--- config.mk ---
export PLATFORM = sky130hd
export DESIGN_NAME = ncp_page
export DESIGN_NICKNAME = d
export VERILOG_FILES = /design/src/ncp_pkg.sv /design/src/ncp_nv_if.sv /design/src/ncp_page.sv /design/src/ncp_nv_store.sv
export SDC_FILE = /design/constraint.sdc
export NUM_CORES = 1
export LEC_CHECK = 0
export ABC_AREA = 1
export BUFFER_PORTS_ARGS = -buffer_cell sky130_fd_sc_hd__buf_2
export CAP_MARGIN = 20
export CORE_ASPECT_RATIO = 1.25
export CORE_UTILIZATION = 35
export CTS_BUF_LIST = sky130_fd_sc_hd__clkbuf_4
export CTS_CLUSTER_DIAMETER = 80
export DETAILED_ROUTE_END_ITERATION = 16
export HOLD_SLACK_MARGIN = 0.1
export PLACE_DENSITY = 0.65
export SKIP_CTS_REPAIR_TIMING = 1
export SLEW_MARGIN = 20
export SYNTH_ARGS = -nofsm -noshare
export SYNTH_HDL_FRONTEND = slang
export SYNTH_SLANG_ARGS = --single-unit
--- constraint.sdc ---
create_clock -name sys_clk -period 2.7 [get_ports sys_clk]
set_clock_uncertainty 0.1 [all_clocks]
set_input_delay 0.27 -clock sys_clk [delete_from_list [all_inputs] [get_ports sys_clk]]
set_output_delay 0.27 -clock sys_clk [all_outputs]
set_load 0.005 [all_outputs]
--- src/ncp_pkg.sv ---
// Purpose: Shared constants for the non-volatile configuration page
// Assumes: 8-bit register bus, addresses as seen on the serial register port
// Notes:   Timing counts derive from the 250 MHz system clock
package ncp_pkg;
    // ========================================
    // Register addresses
    localparam logic [7:0] ADDR_CFG      = 8'h30;
    localparam logic [7:0] ADDR_OFFSET   = 8'h31;
    localparam logic [7:0] ADDR_COEF     = 8'h32;
    localparam logic [7:0] ADDR_TURNOVER = 8'h33;
    localparam logic [7:0] ADDR_TEMP     = 8'h20;
    localparam int         NUM_REGS      = 4;
    // ========================================
    // Field positions
    localparam int BIT_RES_80   = 7;
    localparam int BIT_RES_20   = 6;
    localparam int BIT_RES_5    = 5;
    localparam int BIT_RES_1P5  = 4;
    localparam int BIT_FSEL_HI  = 3;
    localparam int BIT_FSEL_LO  = 2;
    localparam int BIT_THERM_EN = 1;
    localparam int BIT_SCAN     = 0;
    localparam int BIT_SIGN     = 7;
    localparam logic [7:0] MASK_MAG      = 8'h7F;
    localparam logic [7:0] MASK_TURNOVER = 8'h3F;
    localparam logic [6:0] OFFSET_MAX    = 7'h79;
    localparam logic [5:0] TURNOVER_MIN  = 6'h04;
    localparam logic [5:0] TURNOVER_MAX  = 6'h3F;
    // ========================================
    // Reset values of working copies before load
    localparam logic [7:0] RST_VAL = 8'h00;
    // ========================================
    // Timing
    localparam int  CLK_MHZ        = 250;
    localparam int  SCAN_FAST_S    = 1;
    localparam int  SCAN_SLOW_S    = 16;
    localparam longint SCAN_FAST_CYC = longint'(SCAN_FAST_S) * CLK_MHZ * 1000000;
    localparam longint SCAN_SLOW_CYC = longint'(SCAN_SLOW_S) * CLK_MHZ * 1000000;
endpackage

--- src/ncp_nv_if.sv ---
// Purpose: Carrier between the page logic and its non-volatile store
// Assumes: Store answers one word per cycle
// Notes:   Index selects one of the page words
`timescale 1ns/1ps
interface ncp_nv_if;
    logic [1:0] idx;
    logic [7:0] rdata;
    logic       we;
    logic [7:0] wdata;
    modport page  (output idx, output we, output wdata, input rdata);
    modport store (input idx, input we, input wdata, output rdata);
endinterface

--- src/ncp_page.sv ---
// Purpose: Configuration page with four non-volatile registers
// Assumes: Register port is a simple synchronous strobe interface
// Notes:   Scan periods are parameters so simulation can shorten them
`timescale 1ns/1ps
// Function
// RQ1 - Exactly four page registers, each kept in non-volatile storage.
// RQ2 - Config bits 7..4 each connect one trickle-charge resistor when set.
// RQ3 - Config bits 3..2 select the clock output frequency.
// RQ4 - Config bit 1 enables temperature measurement.
// RQ5 - Sample every 1 s when scan bit clear, 16 s when set.
// RQ6 - Offset bit 7 is sign: one fast, zero slow.
// RQ7 - Offset bits 6..0 are magnitude, valid 0 to 121.
// RQ8 - Coefficient register is unsigned 8-bit quadratic drift value.
// RQ9 - Turnover bits 5..0 are temperature in C, valid 4 to 63.
// RQ10 - Host should not overwrite factory calibration registers; the page stores host writes to all four and the bench writes them.
// RQ11 - Temperature register host-writable only while measurement disabled.
// RQ12 - After reset and supply check, copy stored page to working registers.
// RQ13 - Turnover upper two bits read zero, writes ignored.
module ncp_page #(
    parameter longint    FAST_CYC = ncp_pkg::SCAN_FAST_CYC,
    parameter longint    SLOW_CYC = ncp_pkg::SCAN_SLOW_CYC,
    parameter logic [31:0] NV_INIT = 32'h0000_0000
) (
    input  wire logic       sys_clk,
    input  wire logic       rst,
    input  wire logic       clk_en,
    input  wire logic       supply_ok,
    input  wire logic       reg_wr,
    input  wire logic       reg_rd,
    input  wire logic [7:0] reg_addr,
    input  wire logic [7:0] reg_wdata,
    output logic      [7:0] reg_rdata,
    output logic            reg_hit,
    input  wire logic [7:0] temp_meas,
    output logic            ready,
    output logic            trickle_res_80_en,
    output logic            trickle_res_20_en,
    output logic            trickle_res_5_en,
    output logic            trickle_res_1p5_en,
    output logic            clock_output_pin_freq_sel_hi,
    output logic            clock_output_pin_freq_sel_lo,
    output logic            therm_en,
    output logic            temp_scan_period,
    output logic            temp_sample,
    output logic            offset_fast,
    output logic      [6:0] offset_mag,
    output logic            offset_valid,
    output logic      [7:0] quad_coef,
    output logic      [5:0] turnover_temp,
    output logic            turnover_valid,
    output logic      [7:0] temp_value
);
    if (FAST_CYC < 2 || SLOW_CYC < FAST_CYC || SLOW_CYC > 64'hFFFF_FFFF) begin
        $error("ncp_page: bad scan counts");
    end

    // ========================================
    // Helpers
    function automatic logic [7:0] clean_word(input logic [1:0] i, input logic [7:0] d);
        clean_word = (i == 2'd3) ? (d & ncp_pkg::MASK_TURNOVER) : d; // RQ13
    endfunction

    typedef enum {ST_WAIT, ST_LOAD, ST_RUN} ncp_state_type;

    ncp_nv_if nv ();
    ncp_nv_store #(.INIT(NV_INIT)) u_store (
        .sys_clk (sys_clk),
        .clk_en  (clk_en),
        .nv      (nv)
    );

    ncp_state_type state_r;
    logic [1:0]    load_idx_r;
    logic [7:0]    work_r [ncp_pkg::NUM_REGS];
    logic [7:0]    temp_r;
    logic [31:0]   scan_cnt_r;
    logic          sample_r;
    logic [7:0]    rdata_r;

    // ========================================
    // Decode
    wire running  = (state_r == ST_RUN);
    wire hit_page = (reg_addr >= ncp_pkg::ADDR_CFG) && (reg_addr <= ncp_pkg::ADDR_TURNOVER);
    wire hit_temp = (reg_addr == ncp_pkg::ADDR_TEMP);
    wire [1:0] page_idx = reg_addr[1:0];
    wire wr_page  = clk_en && running && reg_wr && hit_page; // RQ1
    wire wr_temp  = clk_en && running && reg_wr && hit_temp && !therm_en; // RQ11
    wire [7:0] page_wval = clean_word(page_idx, reg_wdata);
    wire [7:0] rd_mux = hit_page ? work_r[page_idx] : (hit_temp ? temp_r : 8'h00);
    wire [31:0] period_last = temp_scan_period ? 32'(SLOW_CYC - 1)
                                               : 32'(FAST_CYC - 1); // RQ5

    assign nv.idx   = running ? page_idx : load_idx_r;
    assign nv.we    = wr_page;
    assign nv.wdata = page_wval;

    // ========================================
    // Load sequence
    always_ff @(posedge sys_clk) begin
        if (rst) begin
            state_r    <= ST_WAIT;
            load_idx_r <= 2'd0;
        end else if (clk_en) begin
            case (state_r)
                ST_WAIT: begin
                    if (supply_ok) begin
                        state_r <= ST_LOAD; // RQ12
                    end
                end
                ST_LOAD: begin
                    load_idx_r <= load_idx_r + 2'd1;
                    if (load_idx_r == 2'd3) begin
                        state_r <= ST_RUN;
                    end
                end
                default: state_r <= ST_RUN;
            endcase
        end
    end

    // ========================================
    // Working registers
    always_ff @(posedge sys_clk) begin
        if (rst) begin
            for (int i = 0; i < ncp_pkg::NUM_REGS; i++) begin
                work_r[i] <= ncp_pkg::RST_VAL;
            end
        end else if (clk_en) begin
            if (state_r == ST_LOAD) begin
                work_r[load_idx_r] <= clean_word(load_idx_r, nv.rdata); // RQ12
            end else if (wr_page) begin
                work_r[page_idx] <= page_wval; // RQ1
            end
        end
    end

    // ========================================
    // Temperature register and scan timer
    always_ff @(posedge sys_clk) begin
        if (rst) begin
            temp_r     <= ncp_pkg::RST_VAL;
            scan_cnt_r <= 32'd0;
            sample_r   <= 1'b0;
        end else if (clk_en) begin
            sample_r <= 1'b0;
            if (!running || !therm_en) begin
                scan_cnt_r <= 32'd0;
                if (wr_temp) begin
                    temp_r <= reg_wdata; // RQ11
                end
            end else if (scan_cnt_r >= period_last) begin
                scan_cnt_r <= 32'd0;
                sample_r   <= 1'b1; // RQ5
                temp_r     <= temp_meas; // RQ4
            end else begin
                scan_cnt_r <= scan_cnt_r + 32'd1;
            end
        end
    end

    always_ff @(posedge sys_clk) begin
        if (rst) begin
            rdata_r <= 8'h00;
        end else if (clk_en && reg_rd) begin
            rdata_r <= rd_mux; // RQ13
        end
    end

    // ========================================
    // Outputs
    assign reg_rdata          = rdata_r;
    assign reg_hit            = hit_page || hit_temp;
    assign ready              = running;
    assign trickle_res_80_en  = work_r[0][ncp_pkg::BIT_RES_80]; // RQ2
    assign trickle_res_20_en  = work_r[0][ncp_pkg::BIT_RES_20]; // RQ2
    assign trickle_res_5_en   = work_r[0][ncp_pkg::BIT_RES_5]; // RQ2
    assign trickle_res_1p5_en = work_r[0][ncp_pkg::BIT_RES_1P5]; // RQ2
    assign clock_output_pin_freq_sel_hi = work_r[0][ncp_pkg::BIT_FSEL_HI]; // RQ3
    assign clock_output_pin_freq_sel_lo = work_r[0][ncp_pkg::BIT_FSEL_LO]; // RQ3
    assign therm_en           = work_r[0][ncp_pkg::BIT_THERM_EN]; // RQ4
    assign temp_scan_period   = work_r[0][ncp_pkg::BIT_SCAN]; // RQ5
    assign temp_sample        = sample_r;
    assign offset_fast        = work_r[1][ncp_pkg::BIT_SIGN]; // RQ6
    assign offset_mag         = work_r[1][6:0]; // RQ7
    assign offset_valid       = (work_r[1][6:0] <= ncp_pkg::OFFSET_MAX); // RQ7
    assign quad_coef          = work_r[2]; // RQ8
    assign turnover_temp      = work_r[3][5:0]; // RQ9
    assign turnover_valid     = (work_r[3][5:0] >= ncp_pkg::TURNOVER_MIN); // RQ9
    assign temp_value         = temp_r;

    // ========================================
    // Checks: page contents and load
    wire [31:0] page_flat = {work_r[3], work_r[2], work_r[1], work_r[0]};
endmodule

--- src/ncp_nv_store.sv ---
// Purpose: Non-volatile array that holds the four page words
// Assumes: Contents persist across rst; only power loss would clear them
// Notes:   Initial contents are the factory defaults passed as a parameter
`timescale 1ns/1ps
module ncp_nv_store #(
    parameter logic [31:0] INIT = 32'h0000_0000
) (
    input  wire logic sys_clk,
    input  wire logic clk_en,
    ncp_nv_if.store   nv
);
    // ========================================
    // Storage, untouched by rst
    logic [7:0] mem_r [ncp_pkg::NUM_REGS] = '{INIT[7:0], INIT[15:8], INIT[23:16], INIT[31:24]};
    always_ff @(posedge sys_clk) begin
        if (clk_en && nv.we) begin
            mem_r[nv.idx] <= nv.wdata; // RQ1
        end
    end
    assign nv.rdata = mem_r[nv.idx];
endmodule

## Word-level counts from Yosys, hierarchy flattened

Memory sizes are Yosys's and may differ from the RTL's.
Index checks and enable logic that the tools add are counted.

| operators by class | value |
|---|---|
| multiplexer cells | 35 |
| magnitude comparators | 5 |
| equal/unequal tests | 9 |
| reductions and logical operators | 19 |
| add/sub/neg operators | 2 |

Operators with widths:

| cell | number |
|---|---|
| $mux 32 | 5 |
| $mux 8 | 9 |
| $pmux 32 s2 | 1 |
| $add 32x1->32 const B | 1 |
| $eq 32x1->1 const B | 1 |
| $eq 32x2->1 const B | 1 |
| $eq 32x3->1 const B | 1 |
| $ge 32x32->1 | 1 |
| $logic_not 32->1 | 1 |
| $mux 1 | 17 |
| $reduce_or 8->1 | 2 |
| $eq 8x6->1 const B | 1 |
| $ge 8x6->1 const B | 1 |
| $le 8x6->1 const B | 1 |
| $logic_and 1x1->1 | 8 |
| $le 7x7->1 const B | 1 |
| $ge 6x3->1 const B | 1 |
| $mux 2 | 3 |
| $ne 2x2->1 const B | 3 |
| $reduce_and 3->1 | 2 |
| $eq 2x2->1 const B | 2 |
| $add 2x1->2 const B | 1 |
| $logic_not 1->1 | 2 |
| $logic_or 1x1->1 | 2 |
| 2 further kinds | 2 |

| word-level totals | value |
|---|---|
| logic and storage cells | 78 |
| output and inout port bits | 51 |
| memory bits (writable) | 64 |
| memories | 2 |
| input port bits | 30 |
| register bits after elaboration | 83 |

Memory list:

| memory | words | bits a word | rd ports | clocked after memory_dff | wr ports | RTL line | source |
|---|---|---|---|---|---|---|---|
| u_store.mem_r | 4 | 8 | 1 | 0 | 1 | ncp_nv_store.sv:14 | `logic [7:0] mem_r [ncp_pkg::NUM_REGS] = '{INIT[7:0], INIT[15:8], INIT[23:16], INIT[31:24]};` |
| work_r | 4 | 8 | 5 | 0 | 4 | ncp_page.sv:74 | `logic [7:0] work_r [ncp_pkg::NUM_REGS];` |

## Depth between registers and ports, before layout

Gate-level depths: netlist (run 1).

| depth | value |
|---|---|
| depth in word-level cells | 11 |
| mapped depth | 15 |
| depth with buffers taken out | 14 |

## By module

Synthesis (run 1) repeated with hierarchy kept, for this count alone.

| second synthesis, totals | value |
|---|---|
| cells, all modules | 872 |
| area, all modules | 6,646.4 um^2 |

By module, submodules not included:

| module | times used | area an instance (um^2) | cells an instance |
|---|---|---|---|
| ncp_page | 1 | 5,300.1 | 757 |
| ncp_nv_store | 1 | 1,346.3 | 115 |

## Worst setup path before layout (run 1)

No wires, ideal clock.

| path | value |
|---|---|
| kind | flip-flop to flip-flop |
| from | mem work_r[0][0] |
| to | reg scan_cnt_r[14] |
| clock period less this slack | 2.135 ns |
| path slack | 0.565 ns |
| setup time | 0.070 ns |
| path buffers | 1 |
| required time | 2.530 ns |
| stages on the path, launching flop included | 11 |
| arrival | 1.964 ns |
| cell sequence | edfxtp_1 > inv_1 > ha_1 > a21oi_1 > nand2_1 > a21oi_1 > nand2_1 > nor2_1 > buf_2 > nand4_1 > a21oi_1 |

RTL lines:

| item | RTL line | source |
|---|---|---|
| start, declared | ncp_page.sv:74 |  |
| end signal, assigned | ncp_page.sv:156 | `scan_cnt_r <= scan_cnt_r + 32'd1;` |
| end, declared | ncp_page.sv:76 | `logic [31:0] scan_cnt_r;` |

==> results of run 1 <==
## power groups by stage
stage	Combinational, mW	Clock, mW	Sequential (mW)
after detailed placement	0.267	0	1.96
after floorplan	0.150	0	1.96
after global routing	0.317	1.45	1.93
after global placement	0.265	0	1.96
after CTS	0.268	1.39	1.92
final	0.288	1.37	1.92
## worst paths after layout
kind / end / cells past startpoint
worst max register to register: scan_cnt_r[19] / 12
worst min register to register: temp_sample / 2
worst max-delay path: scan_cnt_r[19] / 12
worst min-delay path: work_r[3][7] / 4
## critical path: stages, from the launching register on
cell and delay [ns]:
edfxtp_1 0.41, clkinvlp_4 0.23, ha_1 0.39, nand2_1 0.06, nor2_1 0.17, inv_1 0.07
nor2_2 0.15, nand2_1 0.07, a21oi_1 0.15, nor2_2 0.07, buf_12 0.17, nand3_1 0.09
a21oi_1 0.06
## flip-flops by register name, summed over array words and instances, names as in the netlist
name and cells:
temp_value 8, load_idx_r 2, state_r 2, work_r 32, reg_rdata 8, scan_cnt_r 32
temp_sample 1, u_store.mem_r 32
## cell type report
class	instances	area [um^2]
fill	1847	10100
sequential	117	2980
multi-input combinational	607	2980
timing repair buffer	119	751
inverter	74	287
tap	224	280
clock inverter	15	180
clock buffer	17	128
## per-stage QoR
step	hold WS (ns)	util
detailed placement	0.353	0.400
global placement	0.355	0.400
finish	0.145	0.429
global route	0.134	0.429
floorplan	0.269	-
CTS	-0.105	0.418
## cells in the mapped netlist (all sizes together)
cell type / count
nand2: 265
nor2: 91
a21oi: 84
inv: 73
edfxtp: 64
dfxtp: 53
nand3: 44
nand4: 32
o21ai: 22
buf: 18
ha: 14
nor3: 14
o211ai: 14
clkbuf: 13
xor2: 8
xnor2: 4
nand3b: 3
o221ai: 3
a21boi: 2
or2: 2
a21o: 1
a22oi: 1
clkinv: 1
nor4: 1
o21bai: 1
o31ai: 1
## per-layer routing
| metal | vias to the layer above | global-route usage | part of all wire |
|---|---|---|---|
| met5 | - | 0 | 0 |
| met1 | 2732 | 0.241 | 0.41 |
| met2 | 155 | 0.348 | 0.51 |
| met3 | 41 | 0.0388 | 0.042 |
| met4 | 0 | 0.0970 | 0.034 |
| li1 | 2991 | - | - |
## cell families (layout without fill, tap and decap cells)
kind of cell / after synthesis / after routing / share of synthesized area
fa+ha+maj: 14 / 14 / 0.0274
buf+inv: 105 / 225 / 0.0702
xor+xnor: 12 / 12 / 0.0164
flops: 117 / 117 / 0.466
simple gates: 452 / 452 / 0.306
compound gates: 129 / 129 / 0.114
==> results.md, run 1 <==
- Outcome: finished, final reports clean
- Final setup TNS: 0 ns
- Logic pwr share: 0.080
- Die Width: 123 um
- Post-Syn Area: 6400 um^2
- Fin crit share: 0.861
- Setup WS pre-CTS: 0.407 ns
- Pwr Total: 3.58 mW
- DRC Markers: 0
- Antenna Nets Post-Route: 0
- Top Ports: 81
- Gr ovfl total: 0
- Placed Area: 7090 um^2
- Antenna violations before repair: 0
- First-pass GRT wire length: 29000 um
- Internal power: 2.65 mW
- Hold Crit Class: in2reg
- CP Data Arrival Time: 2.64 ns
- Leakage dissipation: 3.06 nW
- Synth top area share: 0.300
- Worst-path clk slew: 0.12 ns
- Gr usage total: 0.203
- Initial Utilization: 0.362
- Critical path fanouts, max: 32
- Worst Tran Pin Value: 0.597 ns
- Final WL: 18500 um
- Critical path data required time: 3.01 ns
- Area leader, netlist: edfxtp_1
- Yosys warns: 0
- Synth area leaders: edfxtp_1, dfxtp_1, nand2_1
- # rows: 54
- Commonest non-fill, non-tap cell in the layout: nand2_1
- Netlist cell types: 37
- Placer Congestion: 0.948
- CTS H-tree lvls: 4
- Nets: 980
- Diode count: 0
- Non-filler instance count after layout: 1173
- Mean Syn Cell Area: 7.72 um^2
- Layout area overhead: 18.5%
- HP Start: rst
- Worst setup startpoint: work_r[0][0]
- Final hold vios: 0
- PnR worst setup slack: 0.377 ns
- Most frequent cells in the layout: nand2_1, nor2_1, a21oi_1, buf_2
- Dpl hpwl: 13800 um
- RSZ-0062 raised after global routing: no
- Mapped Cells: 829
- Max Buffers Root-to-Sink: 2
- Critical path endpoint category: register
- # port buffers: 80
- Net Sw Power: 925 uW
- Skew-Pair Late Insertion Delay: 0.54 ns
- Final min period: 2.32 ns
- Largest net degree at the start of global routing: 42
- Switch share: 0.259
- Synthesized Nets: 873
- CP Class: reg2reg
- Peak VDD IR: 0.416 mV
- Placed cells: 1123
- Max_slew headroom: 0.599
- Root buf cell: clkbuf_4
- R2R Setup Slk: 0.38 ns
- Layout cells sized above 1: 0.175
- Setup crit start kind: register
- CTS sink cnt: 117
- Total number of vias: 5919
- Die Y: 153 um
- Post-synthesis sequential element count: 117
- Layout Cell Area excl Fill: 7590 um^2
- Max Slew Vio Count: 0
- Initial detailed-routing violation count: 390
- Register area share after synthesis: 0.466
- Vias in the first global route: 5579
- CTS tree: done
- Full die area: 18800 um^2
- Core area: 17700 um^2
- Total power divided by cell area: 471 nW/um^2
- Via density: 5.05
- Final setup fails: 0
- Sequential Power Share: 0.538
- Total CTS buffers: 17
- Part of the power in the clock network: 0.382
- Max-Cap Viols: 0
- Worst reg2reg path startpoint: work_r[0][0]
- Router iterations before antenna repair: 4
- Max Clk Rate: 0.430 GHz
- DR WL/cell: 15.8 um
(Power assumes the default switching activity.)
==> run 2, diff against run 1 <==
--- a/config.mk
+++ b/config.mk
@@ -15,8 +15,9 @@
 export DETAILED_ROUTE_END_ITERATION = 16
 export HOLD_SLACK_MARGIN = 0.1
 export PLACE_DENSITY = 0.65
+export RECOVER_POWER = 25
 export SKIP_CTS_REPAIR_TIMING = 1
-export SLEW_MARGIN = 20
+export SLEW_MARGIN = 30
 export SYNTH_ARGS = -nofsm -noshare
 export SYNTH_HDL_FRONTEND = slang
 export SYNTH_SLANG_ARGS = --single-unit
==> run 2 against run 1 <==
Against the previous run: fmax is 0.41% lower; utilization decreased by 0.18 points; power is 0.25% lower; setup slack lost 0.0095 ns; clock power barely moved; cell count unchanged; sequential cell count did not move; largest cell class unchanged; first-iteration DRC count is 7.9% higher; global-route usage unchanged; critical path depth fell by 4; critical endpoint is now work_r[1][2]; hold slack gained 0.012 ns; sequential power barely moved.
==> results.md, run 2 (synthesis results as in run 1) <==
- Fin crit share: 0.864 (+0.00353)
- Worst path top cell family by delay: simple AND/OR/NAND/NOR gates
- Hold Crit Class: in2reg
- Most frequent cells in the layout: nand2_1, nor2_1, a21oi_1, inv_1, edfxtp_1
- First-pass GRT wire length: 29000 um (unchanged)
- Peak VDD IR: 0.428 mV (+3.0%)
- Antenna violations before repair: 0 (unchanged)
- Setup crit start kind: register
- Critical path data required time: 2.80 ns (-0.21 ns)
- DRC Markers: 0 (unchanged)
- Final hold vios: 0 (unchanged)
- Gr ovfl total: 0 (unchanged)
- R2R cell count: 8 (-4)
- Final setup fails: 0 (unchanged)
- Top Registers: scan_cnt_r (32), u_store.mem_r (32), work_r (32)
- Slowest cell on the critical path: dfxtp_1
- Vias in the first global route: 5579 (unchanged)
- Core area: 17700 um^2 (unchanged)
- Layout Cell Area excl Fill: 7550 um^2 (-0.41%)
- Non-filler instance count after layout: 1173 (unchanged)
- Slowest stage delay, CP: 0.41 ns (about the same)
- Root buf cell: clkbuf_4
- Via density: 5.08 (+0.71%)
- Buf+Inv Stages, Crit Path: 3 (unchanged)
- Wl on met1: 7600 um (-0.60%)
- CTS H-tree lvls: 4 (unchanged)
- Final hold slack: 0.158 ns (+0.0124 ns)
- RSZ-0062 raised after global routing: no
- Initial detailed-routing violation count: 421 (+7.9%)
- Skew-Pair Late Insertion Delay: 0.53 ns (about the same)
- Critical path fanouts, max: 10 (-69%)
- Met3 routed WL: 782 um (+0.64%)
- Routed wl met2: 9490 um (+0.33%)
- Placer Congestion: 0.948 (unchanged)
- Max Buffers Root-to-Sink: 2 (unchanged)
- HP Start: rst
- Worst reg2reg path startpoint: state_r[0]
- Worst Tran Pin Value: 0.597 ns (+0.000302 ns)
- Max Slew Vio Count: 0 (unchanged)
- # rows: 54 (unchanged)
- Total number of vias: 5961 (+0.71%)
- Largest net degree at the start of global routing: 42 (unchanged)
- Max Clk Rate: 0.429 GHz (-0.41%)
- Critical path endpoint category: register
- Router iterations before antenna repair: 5 (+1)
- Worst Hold Depth: 4 (unchanged)
- Outcome: finished, final reports clean
- CP Class: reg2reg
- Pwr Total: 3.57 mW (-0.25%)
- R2R Setup Slk: 0.37 ns (about the same)
- Die Y: 153 um (unchanged)
- Layout cells sized above 1: 0.151 (-0.0242)
- Final WL: 18500 um (-0.13%)
- Top Metal Used: met4
- Initial Utilization: 0.362 (unchanged)
- Total power divided by cell area: 472 nW/um^2 (+0.16%)
- Worst-path clk slew: 0.11 ns (about the same)
- Max-Cap Viols: 0 (unchanged)
- Commonest non-fill, non-tap cell in the layout: nand2_1
- R2R Path End: work_r[1][2]
- Leakage dissipation: 2.99 nW (-2.4%)
- CTS sink cnt: 117 (unchanged)
- Final min period: 2.33 ns (+0.00954 ns)
- Full die area: 18800 um^2 (unchanged)
- Max_slew headroom: 0.598 (about the same)
- Gr usage total: 0.203 (unchanged)
- Dpl hpwl: 13800 um (unchanged)
- Number of fill cells: 1859 (+0.65%)
- WHS Endpoint: work_r[3][7]
- Layout area overhead: 18.0%
- Placed Area: 7090 um^2 (unchanged)
- Total CTS buffers: 17 (unchanged)
- Diode count: 0 (unchanged)
- DR WL/cell: 15.8 um (-0.13%)
- Placed cells: 1123 (unchanged)
- Final setup TNS: 0 ns (unchanged)
- Top Ports: 81 (unchanged)
- CP Data Arrival Time: 2.43 ns (-0.21 ns)
- CTS tree: done
- Nets: 980 (unchanged)
- Antenna Nets Post-Route: 0 (unchanged)
- Die Width: 123 um (unchanged)
- # port buffers: 80 (unchanged)
- Crit-path cells: inv_1, nor3_1, nand2_1, inv_1, a22oi_2, inv_2, nand2_2, nand2_1
run 2: cell types whose count changed in the layout (fill, tap and decap cells not counted):
cell and change:
inv_1 +2, buf_4 -2, buf_2 -19, inv_2 -2
clkbuf_1 +21
run 2: worst max path at each step:
stage / cells after the start / to / from
after floorplan: 10 / scan_cnt_r[14] / work_r[0][0]
after global placement: 10 / work_r[0][3] / reg_addr[6]
after detailed placement: 11 / temp_value[5] / work_r[0][0]
after CTS: 11 / temp_value[5] / work_r[0][0]
after global routing: 11 / temp_value[2] / work_r[0][0]
final: 8 / work_r[1][2] / state_r[0]
run 2: final cells by class:
class	count	area (um^2)	share of cell area
flip-flops and latches	117	2980	0.395
repair buffers	119	719	0.0952
clock inverters	15	180	0.0238
clock buffers	17	128	0.0169
multi-input cells	607	2980	0.394
inverters	74	287	0.0379
well taps	224	280	0.0371
run 2: where the power goes:
| group | total, mW | switching, mW | internal [mW] |
|---|---|---|---|
| clock | 1.36 | 0.716 | 0.645 |
| combinational | 0.284 | 0.184 | 0.0997 |
| sequential | 1.92 | 0.0190 | 1.90 |
| total | 3.57 | 0.919 | 2.65 |
run 2: metal layers:
layer  vias to the layer above  GRT usage
met4                         0     0.0970
met1                      2774      0.241
met2                       153      0.348
li1                       2993          -
met5                         -          0
met3                        41     0.0388
run 2: stage by stage:
step                      setup slack (ns)   util
after floorplan                      0.566      -
after global placement               0.481  0.400
after detailed placement             0.407  0.400
after CTS                            0.369  0.418
after global routing                0.0748  0.427
final                                0.367  0.427
run 2: tightest hold or removal path, stage by stage:
cell and delay, ns:
buf_2 0.15, nor2_4 0.07, nand2_1 0.06, nand2_2 0.07
